===== src/csbe_pkg.sv =====
// Notes on behaviour
// - equal-compare skip: registers match, so hop over the next instruction
// - compares subtract without writeback; only Z, N, V, C, H change
// - register-bit skips: clear variant skips on 0, set variant on 1
// - io-bit skips: clear variant skips on 0, set variant on 1
// - flag branches: taken loads pc+offset+1, one cycle untaken, two taken
// - carry branches jump on C=1 or C=0, flags untouched
// - same-or-higher jumps on C=0, lower on C=1, flags untouched
package csbe_pkg;
    localparam int PC_W = 16;
    localparam int OFS_W = 7;
    localparam int BIT_W = 3;
    localparam int CNT_W = 2;
    // status flag positions
    localparam int FLG_C = 0;
    localparam int FLG_Z = 1;
    localparam int FLG_N = 2;
    localparam int FLG_V = 3;
    localparam int FLG_H = 5;
    localparam int MSB = 7;
    localparam int HALF = 3;
    // skip lengths in program words
    localparam logic [CNT_W-1:0] ONE_WORD = 2'h1;
    localparam logic [CNT_W-1:0] TWO_WORDS = 2'h2;
    localparam logic [CNT_W-1:0] CNT_ZERO = 2'h0;
    localparam logic [7:0] BYTE_ZERO = 8'h00;

    typedef enum logic [4:0] {
        nop_op,
        cmp_skip_eq_op,
        compare_reg_op,
        compare_carry_op,
        compare_imm_op,
        skip_reg_bit_clr_op,
        skip_reg_bit_set_op,
        skip_io_bit_clr_op,
        skip_io_bit_set_op,
        branch_flag_set_op,
        branch_flag_clr_op,
        branch_equal_op,
        branch_not_equal_op,
        branch_carry_set_op,
        branch_carry_clr_op,
        branch_same_higher_op,
        branch_lower_op,
        branch_minus_op
    } csbe_op_e;

    // one decoded instruction from the decode stage
    typedef struct packed {
        csbe_op_e op;
        logic [7:0] opa;            // rd, or rr for register-bit skips
        logic [7:0] opb;            // rr or immediate
        logic [7:0] io_val;         // selected io register contents
        logic [BIT_W-1:0] bit_sel;  // bit or status flag index
        logic [OFS_W-1:0] offset;   // signed branch offset
        logic next_two_word;        // following instruction is two words
    } csbe_instr_s;

    typedef enum {
        ST_IDLE,
        ST_SKIP,
        ST_BRANCH
    } csbe_state_e;
endpackage : csbe_pkg


===== src/csbe_exec.sv =====
`timescale 1ns/1ps
module csbe_exec #(
    parameter int PC_WIDTH = csbe_pkg::PC_W
) (
    input wire logic core_clk,
    input wire logic rst_n,
    input wire logic issue_valid,
    input wire csbe_pkg::csbe_instr_s instr,
    input wire logic [PC_WIDTH-1:0] pc_in,
    input wire logic [7:0] status_flags_reg,
    output logic busy,
    output logic done,
    output logic flags_we,
    output logic [7:0] flags_out,
    output logic pc_load,
    output logic [PC_WIDTH-1:0] pc_target,
    output logic discard
);
    import csbe_pkg::*;

    typedef struct packed {
        csbe_state_e state;
        logic [CNT_W-1:0] skip_cnt;
        logic busy;
        logic done;
        logic flags_we;
        logic [7:0] flags;
        logic pc_load;
        logic [PC_WIDTH-1:0] pc_target;
        logic discard;
    } csbe_st_s;

    csbe_st_s st_ff;
    csbe_st_s nxt_st;

    // subtract and return the new status byte
    function automatic logic [7:0] sub_flags(input logic [7:0] a,
                                             input logic [7:0] b,
                                             input logic cin,
                                             input logic chain_z,
                                             input logic [7:0] sin);
        logic [7:0] r;
        logic [7:0] f;
        r = a - b - {7'h00, cin};
        f = sin;
        f[FLG_H] = (~a[HALF] & b[HALF]) | (b[HALF] & r[HALF])
                 | (r[HALF] & ~a[HALF]);
        f[FLG_V] = (a[MSB] & ~b[MSB] & ~r[MSB])
                 | (~a[MSB] & b[MSB] & r[MSB]);
        f[FLG_N] = r[MSB];
        f[FLG_C] = (~a[MSB] & b[MSB]) | (b[MSB] & r[MSB])
                 | (r[MSB] & ~a[MSB]);
        // carry-compare keeps a zero only when all previous bytes were zero
        f[FLG_Z] = (r == BYTE_ZERO) & (chain_z ? sin[FLG_Z] : 1'b1);
        return f;
    endfunction

    // branch condition for every branch form
    function automatic logic branch_cond(input csbe_op_e op,
                                         input logic [7:0] s,
                                         input logic [BIT_W-1:0] sel);
        case (op)
            branch_flag_set_op: return s[sel];
            branch_flag_clr_op: return ~s[sel];
            branch_equal_op: return s[FLG_Z];
            branch_not_equal_op: return ~s[FLG_Z];
            branch_carry_set_op: return s[FLG_C];
            branch_carry_clr_op: return ~s[FLG_C];
            branch_same_higher_op: return ~s[FLG_C];
            branch_lower_op: return s[FLG_C];
            branch_minus_op: return s[FLG_N];
            default: return 1'b0;
        endcase
    endfunction

    function automatic logic is_branch(input csbe_op_e op);
        return (op >= branch_flag_set_op) && (op <= branch_minus_op);
    endfunction

    // next state: decode, execute, then count out skips and branch flush
    always_comb begin
        logic skip;
        logic [PC_WIDTH-1:0] ofs_ext;
        skip = 1'b0;
        ofs_ext = {{(PC_WIDTH-OFS_W){instr.offset[OFS_W-1]}}, instr.offset};
        nxt_st = st_ff;
        nxt_st.done = 1'b0;
        nxt_st.flags_we = 1'b0;
        nxt_st.pc_load = 1'b0;
        nxt_st.discard = 1'b0;
        case (st_ff.state)
            ST_IDLE: begin
                if (issue_valid) begin
                    nxt_st.flags = status_flags_reg;
                    case (instr.op)
                        cmp_skip_eq_op:
                            skip = (instr.opa == instr.opb);
                        compare_reg_op, compare_imm_op: begin
                            nxt_st.flags_we = 1'b1;
                            nxt_st.flags = sub_flags(instr.opa, instr.opb,
                                1'b0, 1'b0, status_flags_reg);
                        end
                        compare_carry_op: begin
                            nxt_st.flags_we = 1'b1;
                            nxt_st.flags = sub_flags(instr.opa, instr.opb,
                                status_flags_reg[FLG_C], 1'b1,
                                status_flags_reg);
                        end
                        skip_reg_bit_clr_op:
                            skip = ~instr.opa[instr.bit_sel];
                        skip_reg_bit_set_op:
                            skip = instr.opa[instr.bit_sel];
                        skip_io_bit_clr_op:
                            skip = ~instr.io_val[instr.bit_sel];
                        skip_io_bit_set_op:
                            skip = instr.io_val[instr.bit_sel];
                        default: skip = 1'b0;
                    endcase
                    if (is_branch(instr.op) &&
                        branch_cond(instr.op, status_flags_reg,
                                    instr.bit_sel)) begin
                        nxt_st.pc_load = 1'b1;
                        nxt_st.pc_target = pc_in + ofs_ext
                            + {{(PC_WIDTH-1){1'b0}}, 1'b1};
                        nxt_st.state = ST_BRANCH;
                        nxt_st.busy = 1'b1;
                    end else if (skip) begin
                        nxt_st.skip_cnt = instr.next_two_word ?
                            TWO_WORDS : ONE_WORD;
                        nxt_st.state = ST_SKIP;
                        nxt_st.busy = 1'b1;
                    end else begin
                        nxt_st.done = 1'b1;
                    end
                end
            end
            ST_SKIP: begin
                nxt_st.discard = 1'b1;
                nxt_st.skip_cnt = st_ff.skip_cnt - ONE_WORD;
                if (st_ff.skip_cnt == ONE_WORD) begin
                    nxt_st.state = ST_IDLE;
                    nxt_st.busy = 1'b0;
                    nxt_st.done = 1'b1;
                end
            end
            ST_BRANCH: begin
                nxt_st.state = ST_IDLE;
                nxt_st.busy = 1'b0;
                nxt_st.done = 1'b1;
            end
            default: begin
                nxt_st.state = ST_IDLE;
                nxt_st.busy = 1'b0;
            end
        endcase
    end

    // state register
    always_ff @(posedge core_clk or negedge rst_n) begin
        if (!rst_n) begin
            st_ff <= '0;
            st_ff.state <= ST_IDLE;
            st_ff.skip_cnt <= CNT_ZERO;
        end else begin
            st_ff <= nxt_st;
        end
    end

    // outputs straight from the state register
    assign busy = st_ff.busy;
    assign done = st_ff.done;
    assign flags_we = st_ff.flags_we;
    assign flags_out = st_ff.flags;
    assign pc_load = st_ff.pc_load;
    assign pc_target = st_ff.pc_target;
    assign discard = st_ff.discard;
endmodule // csbe_exec


===== config.mk =====
export PLATFORM = sky130hd
export DESIGN_NAME = csbe_exec
export DESIGN_NICKNAME = d
export VERILOG_FILES = /design/src/csbe_pkg.sv /design/src/csbe_exec.sv
export SDC_FILE = /design/constraint.sdc
export NUM_CORES = 1
export LEC_CHECK = 0
export BUFFER_PORTS_ARGS = -buffer_cell sky130_fd_sc_hd__buf_2
export CAP_MARGIN = 30
export CORE_ASPECT_RATIO = 1.2
export CORE_MARGIN = 4
export CORE_UTILIZATION = 39
export CTS_CLUSTER_SIZE = 10
export DETAILED_ROUTE_END_ITERATION = 8
export PLACE_DENSITY_LB_ADDON = 0.08
export SYNTH_ARGS = -nofsm -noshare
export SYNTH_HDL_FRONTEND = slang
export SYNTH_SLANG_ARGS = --single-unit

===== constraint.sdc =====
create_clock -name core_clk -period 3.1 [get_ports core_clk]
set_clock_uncertainty 0.05 [all_clocks]
set_input_delay 0.31 -clock core_clk [delete_from_list [all_inputs] [get_ports core_clk]]
set_output_delay 0.31 -clock core_clk [all_outputs]
set_load 0.005 [all_outputs]

## Word level (Yosys, flattened, before mapping)

Cells that the tools add are included.

- Bits in registers: 63
- Output and inout bits: 29
- Logic and storage cells: 122

- Add/sub/neg operators: 5
- Magnitude comparators: 3
- Equal/unequal tests: 26
- Multiplexer cells: 30
- Bitwise operators: 36
- Reductions and logical operators: 13

Operators by type and width:

| cell | number |
|---|---|
| 32-bit two-way mux | 2 |
| 32-bit one-hot mux with 2 select lines | 1 |
| 62-bit two-way mux | 1 |
| 5-bit by 4-bit equality test with 1-bit output, second input constant | 8 |
| 35-bit two-way mux | 1 |
| 32-bit by 1-bit equality test with 1-bit output, second input constant | 1 |
| 32-bit by 2-bit equality test with 1-bit output, second input constant | 1 |
| 32-bit logical NOT | 1 |
| 26-bit two-way mux | 1 |
| 5-bit by 3-bit equality test with 1-bit output, second input constant | 4 |
| 9-bit one-hot mux with 2 select lines | 1 |
| 17-bit two-way mux | 1 |
| 16-bit by 1-bit adder with 16-bit output, second input constant | 1 |
| 16-bit adder | 1 |
| 1-bit bitwise AND | 16 |
| 8-bit logical NOT | 2 |
| 1-bit two-way mux | 11 |
| 5-bit by 2-bit equality test with 1-bit output, second input constant | 2 |
| 5-bit equality test, second input constant | 2 |
| 1-bit inverter | 10 |
| 1-bit bitwise OR | 10 |
| 1-bit binary-select mux with 3-bit select | 3 |
| 8-bit equality test | 1 |
| 2-bit inequality test, second input constant | 4 |
| other kinds (21) | 27 |

## Logic depth before layout (Yosys ltp)

- Word-level depth: 10
- Mapped depth: 12
- Gate-level depth less buffers: 11

## Least setup slack after synthesis

No wires, ideal clock.

- Path type: input -> register
- From: in instr[21] (netlist name)
- To: reg st_ff (netlist bit flags_out[3])
- Library setup time: 128 ps
- Arrival: 2427 ps
- Required time: 2922 ps
- Slack: 494 ps
- Cell stages on the path: 10
- Cell sequence: inv_1 -> ha_1 -> a21oi_1 -> and2_1 -> fa_1 -> nand2_1 -> a2111oi_0 -> xnor2_1 -> mux2i_1 -> o22ai_1

- Word-level cells in the longest chain between the ends: 6
- Elaborated cells between the ends (all ways): 11
- Those cells by class: add/sub: 2; mux: 1; bitwise: 8

Ends and longest elaborated chain:

| element | line | source |
|---|---|---|
| start: declaration | csbe_exec.sv:8 | `input wire csbe_pkg::csbe_instr_s instr,` |
| 8-bit subtractor (*) | csbe_exec.sv:44 | `r = a - b - {7'h00, cin};` |
| 8-bit by 1-bit subtractor with 8-bit output | csbe_exec.sv:44 |  |
| 1-bit inverter | csbe_exec.sv:48 | `f[FLG_V] = (a[MSB] & ~b[MSB] & ~r[MSB])` |
| 1-bit bitwise AND | csbe_exec.sv:48 |  |
| 1-bit bitwise OR | csbe_exec.sv:49 | `\| (~a[MSB] & b[MSB] & r[MSB]);` |
| 9-bit one-hot mux with 2 select lines (*) | csbe_exec.sv:95 | `case (instr.op)` |
| end signal: assignment | csbe_exec.sv:165 | `st_ff <= nxt_st;` |
| end: declaration | csbe_exec.sv:33 | `csbe_st_s st_ff;` |

Every way passes the cells marked *; elsewhere a longest branch is shown, timed or not.
A chain may end at the register's enable or synchronous reset.

## Worst setup path after layout

Ends and elaborated chain as after synthesis.

==> insert_results.sql <==
INSERT INTO impl_metrics (metric_group, metric, value, unit) VALUES
('outcome', 'status', 'finished clean', ''),
('yosys', 'post-synth-top-area-cell', 'sky130_fd_sc_hd__dfrtp_1', ''),
('yosys', 'synth.yosys.warnings', '0', ''),
('yosys', 'main_combinational_cell_family_by_area_after_synthesis', 'compound AO/OA/AOI/OAI gates', ''),
('layout', 'multi_input_comb_area', '2060', 'um^2'),
('setup_path', 'end_kind', 'flip-flop', ''),
('yosys', 'mappedNetlistNets', '466', ''),
('route', 'drt-vias-per-instance', '5.20', ''),
('yosys', 'synth_area_in_compound_gates', '19.6', '%'),
('yosys', 'netlist_area', '3200', 'um^2'),
('timing', 'pins_over_their_slew_limit', '0', ''),
('layout', 'finalNetCount', '537', ''),
('floorplanning', 'die_w', '90.7', 'um'),
('setup_path', 'timing_worst_setup_path_type', 'primary input to flip-flop', ''),
('power', 'ir_worst_vdd', '0.195', 'mV'),
('yosys', 'synthAdderAreaFrac', '15.0', '%'),
('layout', 'layout.filler_cells', '799', ''),
('floorplanning', 'core.rowCount', '35', ''),
('grt', 'grt_first_pass_wirelength', '12.5', 'mm'),
('grt', 'gr-usage-all-layers', '15.7', '%'),
('yosys', 'postSynthRegisterBits', '33', ''),
('placement', 'cell_total_after_placement', '519', ''),
('yosys', 'synth_ff_type', 'sky130_fd_sc_hd__dfrtp_1', ''),
('floorplanning', 'die_h', '107', 'um'),
('yosys', 'synth_top_cell_area_share', '25.8', '%'),
('route', 'num_vias', '2743', ''),
('timing', 'setup_tns', '0', 'ns'),
('yosys', 'synth_enable_flop_cells', '0', ''),
('setup_path', 'worst-endpoint-required', '3.21', 'ns'),
('layout', 'final_common_cell', 'sky130_fd_sc_hd__buf_2', ''),
('setup_path', 'worstRegToRegCells', '7', ''),
('placement', 'dp.final_hpwl', '6.34', 'mm'),
('min_path', 'min_path_type', 'primary input to asynchronous set/reset pin', ''),
('setup_path', 'slowest_stage', 'sky130_fd_sc_hd__fa_1', ''),
('route', 'postRouteWirelength', '7.67', 'mm'),
('floorplanning', 'die_footprint', '9730', 'um^2'),
('route', 'route.antenna.remaining_nets', '0', ''),
('clocking', 'hold_fix_buffers_at_cts', '0', ''),
('clocking', 'post_cts_resize_count', '0', ''),
('clocking', 'worst_skew_late_latency', '0.28', 'ns'),
('timing', 'worst_slew_margin', '50.1', '%'),
('timing', 'max_slew.worst_pin.slew', '0.749', 'ns'),
('power', 'pwr_density_cell', '512', 'nW/um^2'),
('timing', 'final_min_period_over_clock_period', '88.8', '%'),
('route', 'drc', '0', ''),
('power', 'static-leakage-power', '0.00183', 'uW'),
('timing', 'setup_slack', '0.347', 'ns'),
('timing', 'rsz0062_at_grt', 'false', ''),
('floorplanning', 'num_io_pins', '96', ''),
('clocking', 'clkTransAtPathRegs', '0.07', 'ns'),
('route', 'firstDrtPassIters', '4', ''),
('yosys', 'synth_xor_xnor_area_share', '5.20', '%'),
('grt', 'pin_count_of_the_biggest_net_entering_global_routing', '34', ''),
('setup_path', 'startpoint_type', 'primary input', ''),
('yosys', 'netlist-cell-type-count', '55', ''),
('yosys', 'post_synth_mux_area_share', '8.09', '%'),
('setup_path', 'crit_path_max_fanout', '6', ''),
('grt', 'grt_pass1_vias', '2704', ''),
('clocking', 'ctsRootBufferMaster', 'sky130_fd_sc_hd__clkbuf_8', ''),
('layout', 'area_delta_synth_final', '14.5', '%'),
('clocking', 'cts.sink_count', '33', ''),
('yosys', 'async_flop_share', '100', '%'),
('layout', 'drive_gt1_share', '25.3', '%'),
('placement', 'port_buffers', '95', ''),
('run', 'maxCapViolCount', '0', ''),
('yosys', 'simple_gate_share_of_the_synthesized_area', '16.4', '%'),
('clocking', 'htreeDepth', '2', ''),
('floorplanning', 'core_outline_area', '7840', 'um^2'),
('placement', 'preCtsSetupSlack', '0.120', 'ns'),
('timing', 'fmaxAchievable', '363', 'MHz'),
('setup_path', 'timing.critical_path.arrival', '2.86', 'ns');
[cell type report]
class                           count  share of cell area, %
Multi-Input combinational cell    273                   56.1
Clock buffer                        6                   1.98
Inverter                           23                   2.36
Tap cell                           92                   3.14
Timing Repair Buffer               98                   13.6
Sequential cell                    33                   22.5
Clock inverter                      2                  0.273
[through the flow]
| stage | util [%] | power, uW | instance area [um^2] | hold slack, ns |
|---|---|---|---|---|
| after CTS | 46.8 | 1900 | 3660 | 0.0774 |
| after detailed placement | 45.7 | 1580 | 3580 | 0.387 |
| final | 46.8 | 1870 | 3660 | 0.0405 |
| after floorplan | - | 1420 | 3200 | -0.0356 |
| after global routing | 46.8 | 2050 | 3660 | 0.116 |
| after global placement | 45.7 | 1570 | 3580 | 0.389 |
[worst max-delay path: cells and delay by family]
kind	cells	cell delay, ns
AND/OR/NAND/NOR	2	0.25
buffers and inverters	2	0.10
AO/OA/AOI/OAI	3	0.73
adder cells (fa/ha/maj)	2	0.98
multiplexers	1	0.23
XOR/XNOR	1	0.25
[cells in the mapped netlist, types with 2 or more instances]
library cell,instances
sky130_fd_sc_hd__fa_1,4
sky130_fd_sc_hd__nand4_1,2
sky130_fd_sc_hd__and2_1,4
sky130_fd_sc_hd__inv_1,23
sky130_fd_sc_hd__nor3_1,6
sky130_fd_sc_hd__xnor2_1,10
sky130_fd_sc_hd__a221oi_1,2
sky130_fd_sc_hd__buf_2,4
sky130_fd_sc_hd__or3_1,2
sky130_fd_sc_hd__a2111oi_0,2
sky130_fd_sc_hd__o21a_1,7
sky130_fd_sc_hd__buf_4,24
sky130_fd_sc_hd__nor2_1,20
sky130_fd_sc_hd__dfrtp_1,33
sky130_fd_sc_hd__nand2_1,38
sky130_fd_sc_hd__mux4_1,6
sky130_fd_sc_hd__o211ai_1,2
sky130_fd_sc_hd__o2111ai_1,2
sky130_fd_sc_hd__nand3_1,8
sky130_fd_sc_hd__o22ai_1,3
sky130_fd_sc_hd__ha_1,32
sky130_fd_sc_hd__nand2b_1,7
sky130_fd_sc_hd__o21ai_0,32
sky130_fd_sc_hd__clkbuf_1,4
sky130_fd_sc_hd__mux2i_1,9
sky130_fd_sc_hd__a21oi_1,14
sky130_fd_sc_hd__nor2b_1,10
sky130_fd_sc_hd__a21o_1,5
sky130_fd_sc_hd__o31ai_1,2
sky130_fd_sc_hd__a211oi_1,5
sky130_fd_sc_hd__nand3b_1,2
sky130_fd_sc_hd__a31oi_1,7
sky130_fd_sc_hd__xor2_1,9
sky130_fd_sc_hd__a22oi_1,2
[state kept, by name (all words and copies together) (netlist names)]
name / flops
pc_target: 16
done: 1
flags_out: 8
pc_load: 1
flags_we: 1
discard: 1
st_ff: 4
busy: 1
[report_power, final]
| part | internal [uW] | switching [uW] |
|---|---|---|
| logic | 406 | 438 |
| clock network | 156 | 159 |
| registers | 614 | 101 |
[worst paths after layout]
path / startpoint / slack (ns) / to
max: instr[21] / 0.35 / flags_out[3]$_DFFE_PN0P_
min: rst_n / 0.04 / flags_out[6]$_DFFE_PN0P_
max reg2reg: st_ff[32]$_DFFE_PN0P_ / 1.06 / pc_target[3]$_DFFE_PN0P_
min reg2reg: pc_target[15]$_DFFE_PN0P_ / 0.42 / pc_target[15]$_DFFE_PN0P_
max in group asynchronous: rst_n / 2.48 / pc_target[9]$_DFFE_PN0P_
min in group core_clk: status_flags_reg[4] / 0.19 / flags_out[4]$_DFFE_PN0P_
[layer usage]
layer,vias up,GRT usage (%),routed length (um)
met5,-,0,0
li1,1415,-,-
met1,1262,19.7,3450
met3,7,2.53,314
met2,59,27.8,3810
met4,0,4.49,101
[cell families after synthesis]
group	Yosys count
XOR/XNOR	19
adder cells (fa/ha/maj)	36
flip-flops	33
buffers and inverters	57
AND/OR/NAND/NOR	107
multiplexers	16
AO/OA/AOI/OAI	95
Note: power is estimated with default switching activity, not from simulation.
